<file path="config.mk">
export PLATFORM = sky130hd
export DESIGN_NAME = rsse_exec
export DESIGN_NICKNAME = d
export VERILOG_FILES = /design/src/hw/rsse_pkg.sv /design/src/hw/rsse_alu.sv /design/src/hw/rsse_exec.sv
export VERILOG_INCLUDE_DIRS = /design/src /design/src/hw
export SDC_FILE = /design/constraint.sdc
export NUM_CORES = 1
export LEC_CHECK = 0
export ABC_AREA = 1
export BUFFER_PORTS_ARGS = -buffer_cell sky130_fd_sc_hd__buf_2
export CAP_MARGIN = 20
export CORE_ASPECT_RATIO = 1.2
export CORE_UTILIZATION = 50
export DETAILED_ROUTE_END_ITERATION = 10
export PLACE_DENSITY = 0.79
export SLEW_MARGIN = 20
export SYNTH_ARGS = -nofsm -noshare
export SYNTH_HDL_FRONTEND = slang
export SYNTH_SLANG_ARGS = --single-unit
</file>
<file path="constraint.sdc">
create_clock -name mclk -period 3.1 [get_ports mclk]
set_clock_uncertainty 0.05 [all_clocks]
set_input_delay 0.465 -clock mclk [delete_from_list [all_inputs] [get_ports mclk]]
set_output_delay 0.465 -clock mclk [all_outputs]
set_load 0.02 [all_outputs]
</file>
<file path="src/hw/rsse_consts.svh">
// constants for the rotate / sleep / literal-subtract execution block
`ifndef RSSE_CONSTS_SVH
`define RSSE_CONSTS_SVH
`define RSSE_DATA_W      8
`define RSSE_ADDR_W      7
`define RSSE_FILE_MAX    7'h7f
`define RSSE_WDT_W       8
`define RSSE_PRE_W       8
`define RSSE_WDT_CLR     8'h00
`define RSSE_PRE_CLR     8'h00
`define RSSE_ACC_RST     8'h00
`define RSSE_NIB_HI      3
`define RSSE_MSB         7
`define RSSE_DEST_ACC    1'b0
`define RSSE_DEST_FILE   1'b1
`endif

</file>
<file path="src/hw/rsse_pkg.sv">
// types for the rotate / sleep / literal-subtract execution block
package rsse_pkg;
    typedef enum logic [2:0] {
        RSSE_OP_NONE,
        RSSE_OP_ROT_LEFT,
        RSSE_OP_ROT_RIGHT,
        RSSE_OP_SUB_LIT,
        RSSE_OP_SLEEP
    } rsse_op_t;
    typedef enum logic {
        RSSE_RUN,
        RSSE_ASLEEP
    } rsse_pwr_t;
endpackage : rsse_pkg

</file>
<file path="src/hw/rsse_alu.sv">
// combinational rotate-through-carry and literal-minus-accumulator arithmetic
`timescale 1ns/1ps
`include "rsse_consts.svh"
module rsse_alu #(
    parameter int W = `RSSE_DATA_W
) (
    input  wire rsse_pkg::rsse_op_t op,         // operation to evaluate
    input  wire logic [W-1:0]       file_val,   // addressed file register value
    input  wire logic [W-1:0]       accum,      // accumulator value
    input  wire logic [W-1:0]       literal,    // instruction literal
    input  wire logic               carry_in,   // current carry flag
    output logic [W-1:0]            result,     // computed result
    output logic                    carry_out,  // new carry
    output logic                    half_out,   // new half borrow flag
    output logic                    zero_out    // result is zero
);
    import rsse_pkg::*;
    logic [W:0] diff;
    logic [4:0] ndiff;
    // two's complement subtract; the extra bit is the inverted borrow
    always_comb begin
        diff  = {1'b0, literal} + {1'b0, ~accum} + {{W{1'b0}}, 1'b1};
        ndiff = {1'b0, literal[3:0]} + {1'b0, ~accum[3:0]} + 5'h01;
        result    = file_val;
        carry_out = carry_in;
        half_out  = 1'b0;
        case (op)
            RSSE_OP_ROT_LEFT: begin
                result    = {file_val[W-2:0], carry_in};
                carry_out = file_val[W-1];
            end
            RSSE_OP_ROT_RIGHT: begin
                result    = {carry_in, file_val[W-1:1]};
                carry_out = file_val[0];
            end
            RSSE_OP_SUB_LIT: begin
                result    = diff[W-1:0];
                carry_out = diff[W];                                    // set when accum <= literal
                half_out  = ndiff[4];
            end
            default: begin
                result = file_val;
            end
        endcase
        zero_out = (result == '0);
    end
endmodule : rsse_alu

</file>
<file path="src/hw/rsse_exec.sv">
// execution unit for rotate, literal subtract and sleep instructions
// Operation
// - rotate left moves the file register up one bit, old carry into bit 0, bit 7 to carry.
// - rotate left writes the accumulator when the destination is 0, the file when it is 1.
// - rotate right moves the file register down one bit, old carry into bit 7, bit 0 to carry.
// - rotate right writes the accumulator when the destination is 0, the file when it is 1.
// - sleep clears the power-down flag, sets the time-out flag and keeps other flags.
// - sleep clears the watchdog counter to 00h and its prescaler to zero.
// - after sleep the core stops its oscillator and halts until woken.
// - literal subtract puts literal minus accumulator into the accumulator.
// - literal subtract sets carry when accum <= literal and half borrow on the low nibble.
`timescale 1ns/1ps
`include "rsse_consts.svh"
module rsse_exec #(
    parameter int DATA_W = `RSSE_DATA_W,
    parameter int ADDR_W = `RSSE_ADDR_W
) (
    input  wire logic               mclk,          // core clock, 125 MHz
    input  wire logic               rst,           // synchronous reset, active high
    input  wire logic               instr_valid,   // decoded instruction present
    input  wire rsse_pkg::rsse_op_t instr_op,      // decoded operation
    input  wire logic [ADDR_W-1:0]  file_addr,     // file register address
    input  wire logic               dest_sel,      // 0 accumulator, 1 file register
    input  wire logic [DATA_W-1:0]  literal,       // 8-bit literal
    input  wire logic [DATA_W-1:0]  file_rdata,    // addressed file register contents
    input  wire logic               wake,          // wake-up event from sleep
    output logic                    file_we,       // file register write strobe
    output logic [ADDR_W-1:0]       file_waddr,    // file register write address
    output logic [DATA_W-1:0]       file_wdata,    // file register write data
    output logic [DATA_W-1:0]       accum,         // accumulator
    output logic                    carry_flag,    // carry flag
    output logic                    half_borrow_flag, // half borrow flag
    output logic                    zero_flag,     // zero flag
    output logic                    power_down_flag,  // power-down status, low after sleep
    output logic                    time_out_flag, // time-out status
    output logic                    wdt_clear,     // clears watchdog_counter and prescaler
    output logic                    osc_run,       // oscillator enable
    output logic                    exec_halted    // instruction execution stopped
);
    import rsse_pkg::*;

    logic [DATA_W-1:0] alu_res;
    logic              alu_c, alu_hb, alu_z;
    logic              act;

    logic [DATA_W-1:0] accum_r, accum_nxt;
    logic              c_r, c_nxt, hb_r, hb_nxt, z_r, z_nxt;
    logic              pwd_r, pwd_nxt, to_r, to_nxt;
    logic              we_r, we_nxt, wclr_r, wclr_nxt;
    logic [ADDR_W-1:0] waddr_r, waddr_nxt;
    logic [DATA_W-1:0] wdata_r, wdata_nxt;
    rsse_pwr_t         pwr_r, pwr_nxt;

    rsse_alu #(.W(DATA_W)) u_alu (
        .op        (instr_op),
        .file_val  (file_rdata),
        .accum     (accum_r),
        .literal   (literal),
        .carry_in  (c_r),
        .result    (alu_res),
        .carry_out (alu_c),
        .half_out  (alu_hb),
        .zero_out  (alu_z)
    );

    // instructions are ignored while asleep; nothing queues behind sleep
    assign act = instr_valid && (pwr_r == RSSE_RUN);

    // next state: every instruction retires in the cycle it is presented
    always_comb begin
        accum_nxt = accum_r;
        c_nxt     = c_r;
        hb_nxt    = hb_r;
        z_nxt     = z_r;
        pwd_nxt   = pwd_r;
        to_nxt    = to_r;
        we_nxt    = 1'b0;
        waddr_nxt = waddr_r;
        wdata_nxt = wdata_r;
        wclr_nxt  = 1'b0;
        pwr_nxt   = pwr_r;
        case (pwr_r)
            RSSE_RUN: begin
                if (act) begin
                    case (instr_op)
                        RSSE_OP_ROT_LEFT, RSSE_OP_ROT_RIGHT: begin
                            c_nxt = alu_c;
                            if (dest_sel == `RSSE_DEST_FILE) begin
                                we_nxt    = 1'b1;
                                waddr_nxt = file_addr;
                                wdata_nxt = alu_res;
                            end else begin
                                accum_nxt = alu_res;
                            end
                        end
                        RSSE_OP_SUB_LIT: begin
                            accum_nxt = alu_res;
                            c_nxt     = alu_c;
                            hb_nxt    = alu_hb;
                            z_nxt     = alu_z;
                        end
                        RSSE_OP_SLEEP: begin
                            pwd_nxt  = 1'b0;
                            to_nxt   = 1'b1;
                            wclr_nxt = 1'b1;
                            pwr_nxt  = RSSE_ASLEEP;
                        end
                        default: begin
                            pwr_nxt = RSSE_RUN;
                        end
                    endcase
                end
            end
            RSSE_ASLEEP: begin
                if (wake) begin
                    pwr_nxt = RSSE_RUN;
                end
            end
            default: begin
                pwr_nxt = RSSE_RUN;
            end
        endcase
    end

    // registers; power-on leaves the power-down and time-out flags high
    always_ff @(posedge mclk) begin
        if (rst) begin
            accum_r <= `RSSE_ACC_RST;
            c_r     <= 1'b0;
            hb_r    <= 1'b0;
            z_r     <= 1'b0;
            pwd_r   <= 1'b1;
            to_r    <= 1'b1;
            we_r    <= 1'b0;
            waddr_r <= '0;
            wdata_r <= '0;
            wclr_r  <= 1'b0;
            pwr_r   <= RSSE_RUN;
        end else begin
            accum_r <= accum_nxt;
            c_r     <= c_nxt;
            hb_r    <= hb_nxt;
            z_r     <= z_nxt;
            pwd_r   <= pwd_nxt;
            to_r    <= to_nxt;
            we_r    <= we_nxt;
            waddr_r <= waddr_nxt;
            wdata_r <= wdata_nxt;
            wclr_r  <= wclr_nxt;
            pwr_r   <= pwr_nxt;
        end
    end

    // outputs straight from flops
    assign accum            = accum_r;
    assign carry_flag       = c_r;
    assign half_borrow_flag = hb_r;
    assign zero_flag        = z_r;
    assign power_down_flag  = pwd_r;
    assign time_out_flag    = to_r;
    assign file_we          = we_r;
    assign file_waddr       = waddr_r;
    assign file_wdata       = wdata_r;
    assign wdt_clear        = wclr_r;
    assign osc_run          = (pwr_r == RSSE_RUN);
    assign exec_halted      = (pwr_r == RSSE_ASLEEP);

    // checks
    rot_left_a: assert property (@(posedge mclk) disable iff (rst)
        act && instr_op == RSSE_OP_ROT_LEFT |=> carry_flag == $past(file_rdata[`RSSE_MSB]))
        else $error("rotate left carry wrong");
    rot_left_dst_a: assert property (@(posedge mclk) disable iff (rst)
        act && instr_op == RSSE_OP_ROT_LEFT && !dest_sel
        |=> !file_we && accum == {$past(file_rdata[6:0]), $past(c_r)})
        else $error("rotate left to accumulator wrong");
    rot_right_a: assert property (@(posedge mclk) disable iff (rst)
        act && instr_op == RSSE_OP_ROT_RIGHT |=> carry_flag == $past(file_rdata[0]))
        else $error("rotate right carry wrong");
    rot_right_dst_a: assert property (@(posedge mclk) disable iff (rst)
        act && instr_op == RSSE_OP_ROT_RIGHT && dest_sel
        |=> file_we && file_wdata == {$past(c_r), $past(file_rdata[7:1])}
            && accum == $past(accum_r))
        else $error("rotate right to file wrong");
    sleep_flags_a: assert property (@(posedge mclk) disable iff (rst)
        act && instr_op == RSSE_OP_SLEEP |=> !power_down_flag && time_out_flag
            && carry_flag == $past(c_r) && zero_flag == $past(z_r))
        else $error("sleep flags wrong");
    sleep_wdt_a: assert property (@(posedge mclk) disable iff (rst)
        act && instr_op == RSSE_OP_SLEEP |=> wdt_clear ##1 !wdt_clear)
        else $error("watchdog clear pulse wrong");
    sleep_halt_a: assert property (@(posedge mclk) disable iff (rst)
        exec_halted && !wake |=> exec_halted && !osc_run && !file_we)
        else $error("woke without wake");
    sub_result_a: assert property (@(posedge mclk) disable iff (rst)
        act && instr_op == RSSE_OP_SUB_LIT |=> accum == $past(literal) - $past(accum_r))
        else $error("literal subtract result wrong");
    sub_carry_a: assert property (@(posedge mclk) disable iff (rst)
        act && instr_op == RSSE_OP_SUB_LIT |=> carry_flag == ($past(accum_r) <= $past(literal))
            && half_borrow_flag == ($past(accum_r[3:0]) <= $past(literal[3:0])))
        else $error("literal subtract borrow flags wrong");
    one_cycle_a: assert property (@(posedge mclk) disable iff (rst)
        act && instr_op == RSSE_OP_SUB_LIT ##1 act && instr_op == RSSE_OP_SUB_LIT
        |=> accum == $past(literal) - $past(accum_r))
        else $error("back to back subtract stalled");
    sub_zero_a: assert property (@(posedge mclk) disable iff (rst)
        act && instr_op == RSSE_OP_SUB_LIT |=> zero_flag == (accum == 8'h00))
        else $error("zero flag wrong");
    c_sleep: cover property (@(posedge mclk) disable iff (rst)
        act && instr_op == RSSE_OP_SLEEP ##[1:20] wake);
    c_sub_zero: cover property (@(posedge mclk) disable iff (rst)
        act && instr_op == RSSE_OP_SUB_LIT ##1 zero_flag);
    c_rot_file: cover property (@(posedge mclk) disable iff (rst) file_we);
    c_rot_acc: cover property (@(posedge mclk) disable iff (rst)
        act && instr_op == RSSE_OP_ROT_RIGHT && !dest_sel);
    c_sub_borrow: cover property (@(posedge mclk) disable iff (rst)
        act && instr_op == RSSE_OP_SUB_LIT ##1 !carry_flag);
    // the clear pulse must never appear without a sleep behind it
    clear_source_a: assert property (@(posedge mclk) disable iff (rst)
        wdt_clear |-> $past(act && instr_op == RSSE_OP_SLEEP))
        else $error("watchdog clear without sleep");
    rot_flags_a: assert property (@(posedge mclk) disable iff (rst)
        act && (instr_op == RSSE_OP_ROT_LEFT || instr_op == RSSE_OP_ROT_RIGHT)
        |=> half_borrow_flag == $past(hb_r) && zero_flag == $past(z_r))
        else $error("rotate touched other flags");
endmodule : rsse_exec

</file>
# Word level (Yosys, flattened, before mapping)
# Index checks and enable logic that the tools add are counted.
[totals]
elab_cells = 46
ff_bits = 30
inputBits = 31
[classes]
reduce_logical = 13
muxes = 9
addsub = 4
bitwise_logic = 5
n_eq_ne = 5
[ops]
columns = ["cell", "count"]
rows = [
  ["case mux 8 bit (3 select lines)", 1],
  ["case mux 8 bit (2 select lines)", 1],
  ["AND reduction 4 bit", 3],
  ["adder 8 x 8 -> 9 bit", 1],
  ["adder 9 x 1 -> 9 bit (second input constant)", 1],
  ["logical NOT 8 bit", 1],
  ["two-way mux 8 bit", 1],
  ["NOT 8 bit", 1],
  ["== test 3 x 2 -> 1 bit (second input constant)", 2],
  ["AND reduction 3 bit", 2],
  ["adder 4 x 4 -> 5 bit", 1],
  ["adder 5 x 1 -> 5 bit (second input constant)", 1],
  ["two-way mux 1 bit", 4],
  ["NOT 4 bit", 1],
  ["OR reduction 2 bit", 2],
  ["OR reduction 4 bit", 1],
  ["== test 3 x 1 -> 1 bit (second input constant)", 1],
  ["== test 3 bit (second input constant)", 1],
  ["NOT 1 bit", 3],
  ["case mux 1 bit (3 select lines)", 1],
  ["nonzero test 3 bit", 1],
  ["OR reduction 3 bit", 1],
  ["!= test 2 bit (second input constant)", 1],
  ["case mux 1 bit (2 select lines)", 1],
  ["2 further kinds", 2],
]

# Logic depth before layout (Yosys ltp)
[depth]
word_depth = 6
mapped_depth = 15
mapped_depth_nobuf = 15

# Cells and area by module
# A second synthesis with hierarchy kept.
[unflattened]
hier_cells = 344
hier_area_um2 = 2085.8
[modules_own_cells]
columns = ["module", "cells_each", "n_inst", "seq_area_each_um2", "area_per_inst_um2"]
rows = [
  ["rsse_exec", 186, 1, 600.6, 1327.5],
  ["rsse_alu", 158, 1, 0.0, 758.2],
]

# Least setup slack after synthesis
# No wires, ideal clock.
[synth_path]
path_type = "input to register"
from = "input literal[0]"
to = "register z_r (netlist: zero_flag)"
cell_stages = 14
arrival_ps = 1866
path_slack_ps = 1118
required_ps = 2984
setup_time_ps = 66
path_buffers = 0
path_cell_list = "inv_1 > ha_1 > fa_1 > inv_1 > nand2_1 > nand2_1 > nand3_1 > nand3_1 > nand2_1 > nand2_2 > nand2_1 > a21oi_2 > nand3_1 > a21oi_2"
[synth_via]
elab_chain_cells = 4
[synth_rtl]
columns = ["element", "line", "rtl"]
rows = [
  ["start, declared", "rsse_exec.sv:24", "input wire logic [DATA_W-1:0] literal,"],
  ["adder 8 x 8 -> 9 bit", "rsse_alu.sv:22", "diff = {1'b0, literal} + {1'b0, ~accum} + {{W{1'b0}}, 1'b1};"],
  ["adder 9 x 1 -> 9 bit", "rsse_alu.sv:22", ""],
  ["case mux 8 bit (3 select lines)", "rsse_alu.sv:27", "case (op)"],
  ["logical NOT 8 bit", "rsse_alu.sv:45", "zero_out = (result == '0);"],
  ["end signal, assigned", "rsse_exec.sv:143", "z_r <= z_nxt;"],
  ["end, declared", "rsse_exec.sv:47", "logic c_r, c_nxt, hb_r, hb_nxt, z_r, z_nxt;"],
]
# No other way between the ends.
# A chain may end at the register's enable or synchronous reset.

# Final worst setup path
[layout_path]
from = "register accum_r[0] (netlist: accum[0])"
to = "register z_r (netlist: zero_flag)"
[layout_via]
elab_chain_cells = 5
[layout_rtl]
columns = ["element", "line", "rtl"]
rows = [
  ["start, declared", "rsse_exec.sv:46", "logic [DATA_W-1:0] accum_r, accum_nxt;"],
  ["start signal, assigned", "rsse_exec.sv:128", "accum_r <= `RSSE_ACC_RST;"],
  ["start signal, assigned", "rsse_exec.sv:140", "accum_r <= accum_nxt;"],
  ["NOT 8 bit", "rsse_alu.sv:22", ""],
  ["adder 8 x 8 -> 9 bit", "rsse_alu.sv:22", ""],
  ["adder 9 x 1 -> 9 bit", "rsse_alu.sv:22", ""],
  ["case mux 8 bit (3 select lines)", "rsse_alu.sv:27", ""],
  ["logical NOT 8 bit", "rsse_alu.sv:45", ""],
]
# No other way between the ends.

==> results.txt <==
----------------------------------------------------
[Floorplanning]
  Standard-cell row count ... 24
  Core region area ... 3630 µm²
  Top-level I/O count ... 63
  Die Y-Extent ... 69.6 µm
  Die ar. ... 4060 µm²
  Initial cell density of the core ... a little over half
  Horizontal extent of the die ... 58.3 µm

[Finish]
  Net total in the final layout ... between 300 and 400
  Post-Route Utilization ... between 60 and 70%
  Layout cell share with drive strength beyond 1 ... 26.4%
  Area grow syn2layout ... 21.9%
  N_diodes ... 0

[Clock network]
  Number of cells upsized or downsized after cts ... 0
  Clock slew at the register clock pins of the worst setup and hold paths ... 60 ps
  Count of clock tree sinks ... 30
  TritonCTS clock tree ... built
  Count of buffers added by post-CTS timing repair for setup ... 0
  Number of buffers added by the clock tree synthesis step ... 5
  Largest buffer count on any clock path ... 2
  Hold Buf Count CTS ... 0
  Count of H-tree levels built during CTS ... 2
  Root buf cell ... clkbuf_8
  Worst-Skew Late Latency ... 270 ps

[Global route]
  Global-route usage over all layers ... 24.5%
  Number of antenna violations at the first check in global routing ... 0
  Vias in the first global route ... 1,814
  Maximum number of pins on one net before global-route repair ... 26
  Global-route wire length before repair ... 7730 µm
  Overflow left after global routing ... 0

[Power and ir drop]
  Peak VDD IR ... 358 µV
  Static leakage ... roughly 1.3 nW
  Power per cell area ... 450 nW/µm²
  Sum of internal, switching and leakage power ... approximately 1.0 mW

[Setup path]
  Count of cell instances traversed by the critical path ... 11
  Critical Path, Cell by Cell ... ha_1, fa_1, inv_1, nand2_1, nand3_1, nand4_1, nor2_1, nand2_1, a21oi_2, nand3_1, a21oi_2
  WP data required ... 3270 ps
  Largest delay share family, worst path ... simple AND/OR/NAND/NOR gates
  Crit path kind ... reg2reg
  Internal reg-to-reg setup slack ... 1110 ps
  Critical path peak fanout ... 4
  Master of the slowest instance on the critical path ... fa_1
  Kind of end point of the critical path ... register
  Data arrival time at the worst-slack endpoint ... roughly 2200 ps
  Sort of element at the start of the critical path ... register
  Number of buffer and inverter instances along the worst setup path ... 1
  Count of cells along the worst register-to-register path ... 11
  Stage delay of the slowest cell on the critical path ... approximately 390 ps

[Logic synthesis]
  Synthesized area ... 1900 µm²
  Yosys Warn Count ... 0
  Yosys cell types ... 31
  Mapped Cells ... 293
  Per-instance average area after synthesis ... 6.50 µm²
  Flip-flop and latch count after synthesis ... 30
  Total nets after synthesis ... 334
  Portion of the post-synthesis area used by sequential elements ... 31.5%

[Drt]
  Via count ... slightly above 2,000
  Wire length after detailed routing ... 4690 µm
  Count of nets left with antenna violations after detail routing ... 0
  Count of routing violations after the opening detailed-route iteration ... 104
  DRC violation count after routing ... 0
  Avg Vias per Cell ... 5.06
  Iteration count of the initial detailed-routing pass ... 4
  Routed wire length per instance ... 11.6 µm

[Placed design]
  Final weighted congestion in routability-driven placement ... 0.899
  Port bufs ... 61
  DPL Wire Length ... about 3600 µm

[Status]
  Result of the run ... complete, no violations

[Worst hold path]
  Worst hold path cell count ... 3
  Path category of the worst min-delay check ... in2reg

[Timing]
  Setup repair after global routing missed its margin ... no
  Setup-failing EPs final ... 0
  Total Negative Setup Slacks ... 0 ps
  Portion of the clock cycle consumed by the worst path in the final layout ... 64.1%
  Maximum clock rate ... 503 MHz
  Slew at the pin with the worst max-slew slack ... between 600 and 700 ps
  Number of hold-slack violations in the final timing report ... 0
  Worst slew margin relative to its limit ... 56.4%
  Worst hold slack ... 356 ps
  Min Tclk post-route ... 1990 ps
  Number of pins exceeding their max-slew limit in the final report ... 0

[Job]
  Max-Cap Viols ... 0

----------------------------------------------------
## synth_stat cells
library cell	n	area share, %
nand2_2	7	2.3
nor3_1	2	0.53
fa_1	1	1.1
nand2_1	61	12
inv_2	5	0.99
buf_4	2	0.79
a22oi_1	1	0.39
a21oi_1	17	4.5
or2_0	1	0.33
a21oi_2	2	0.92
buf_6	3	1.8
buf_2	2	0.53
nand3_1	23	6.0
o21ai_1	6	1.6
nor2_2	5	1.6
nand4_2	1	0.66
nand4_1	3	0.99
inv_1	44	8.7
nor2_4	2	1.2
conb_1	1	0.20
dfxtp_1	30	32
ha_1	9	5.9
a31oi_1	1	0.33
or2_2	1	0.33
nor2_1	37	7.3
clkbuf_1	2	0.39
a211oi_1	1	0.39
o211ai_1	2	0.79
o21ai_0	18	4.7
o22ai_1	1	0.33
o21ai_2	2	0.92
## sequential cells by signal, indices dropped and copies added, names as in the netlist
register	flops
carry_flag	1
file_waddr	7
power_down_flag	1
file_we	1
wdt_clear	1
exec_halted	1
file_wdata	8
accum	8
zero_flag	1
half_borrow_flag	1
## per-layer routing
metal  vias up  GRT usage, %  part of all wire, %
li1       1045             -                    -
met1       930          30.7                   44
met2        60          42.5                   49
met3         9          3.36                  5.4
met4         0          7.41                  1.4
met5         -             0                    0
## cell families (layout without fill, tap and decap cells)
family | Yosys count | in the layout | share of synthesized area, %
buf+inv | 58 | 117 | 13.1
simple gates | 143 | 143 | 33.3
flops | 30 | 30 | 31.5
compound gates | 51 | 51 | 14.8
fa+ha+maj | 10 | 10 | 6.96
other cells | 1 | 1 | 0.197
## path summary, 6_finish.rpt
kind	from	endpoint
setup reg to reg	accum[0]$_SDFFE_PP0P_	zero_flag$_SDFFE_PP0P_
hold reg to reg	power_down_flag$_SDFFE_PP1P_	power_down_flag$_SDFFE_PP1P_
hold / removal	file_addr[1]	file_waddr[1]$_SDFFE_PP0P_
setup / recovery	accum[0]$_SDFFE_PP0P_	zero_flag$_SDFFE_PP0P_
## placed cells by master, fill, tap and decap left out, drive strengths merged
master,instances
nand2,68
buf,61
inv,49
nor2,44
dfxtp,30
o21ai,26
nand3,23
a21oi,19
ha,9
clkbuf,6
nand4,4
nor3,2
o211ai,2
or2,2
a211oi,1
o22ai,1
a22oi,1
a31oi,1
fa,1
conb,1
bufinv,1
## worst min-delay path: stages
cell and delay, ps:
buf_2 70, nor2_1 30, nor2_1 80
## stage by stage
| step | instances | setup slack [ps] | instance area (µm²) |
|---|---|---|---|
| after floorplan | 293 | 1120 | 1900 |
| after CTS | 404 | 1110 | 2320 |
| after global placement | 397 | 934 | 2210 |
| final | 404 | 1110 | 2320 |
| after global routing | 404 | 922 | 2320 |
| after detailed placement | 397 | 846 | 2210 |
## report_power, final
group	internal [mW]	switching, mW	total [mW]
logic	0.0812	0.153	0.234
registers	0.402	0.0103	0.412
clock network	0.257	0.141	0.398
total	0.740	0.304	1.04
## final cells by class
cell class / count / area [µm²]
Clock buffer: 6 / 82.6
Clock inverter: 1 / 30.0
Fill cell: 367 / 1310
Multi-Input combinational cell: 205 / 1050
Tap cell: 52 / 65.1
Sequential cell: 30 / 601
Timing Repair Buffer: 61 / 305
Inverter: 49 / 184
(Power assumes the default switching activity.)
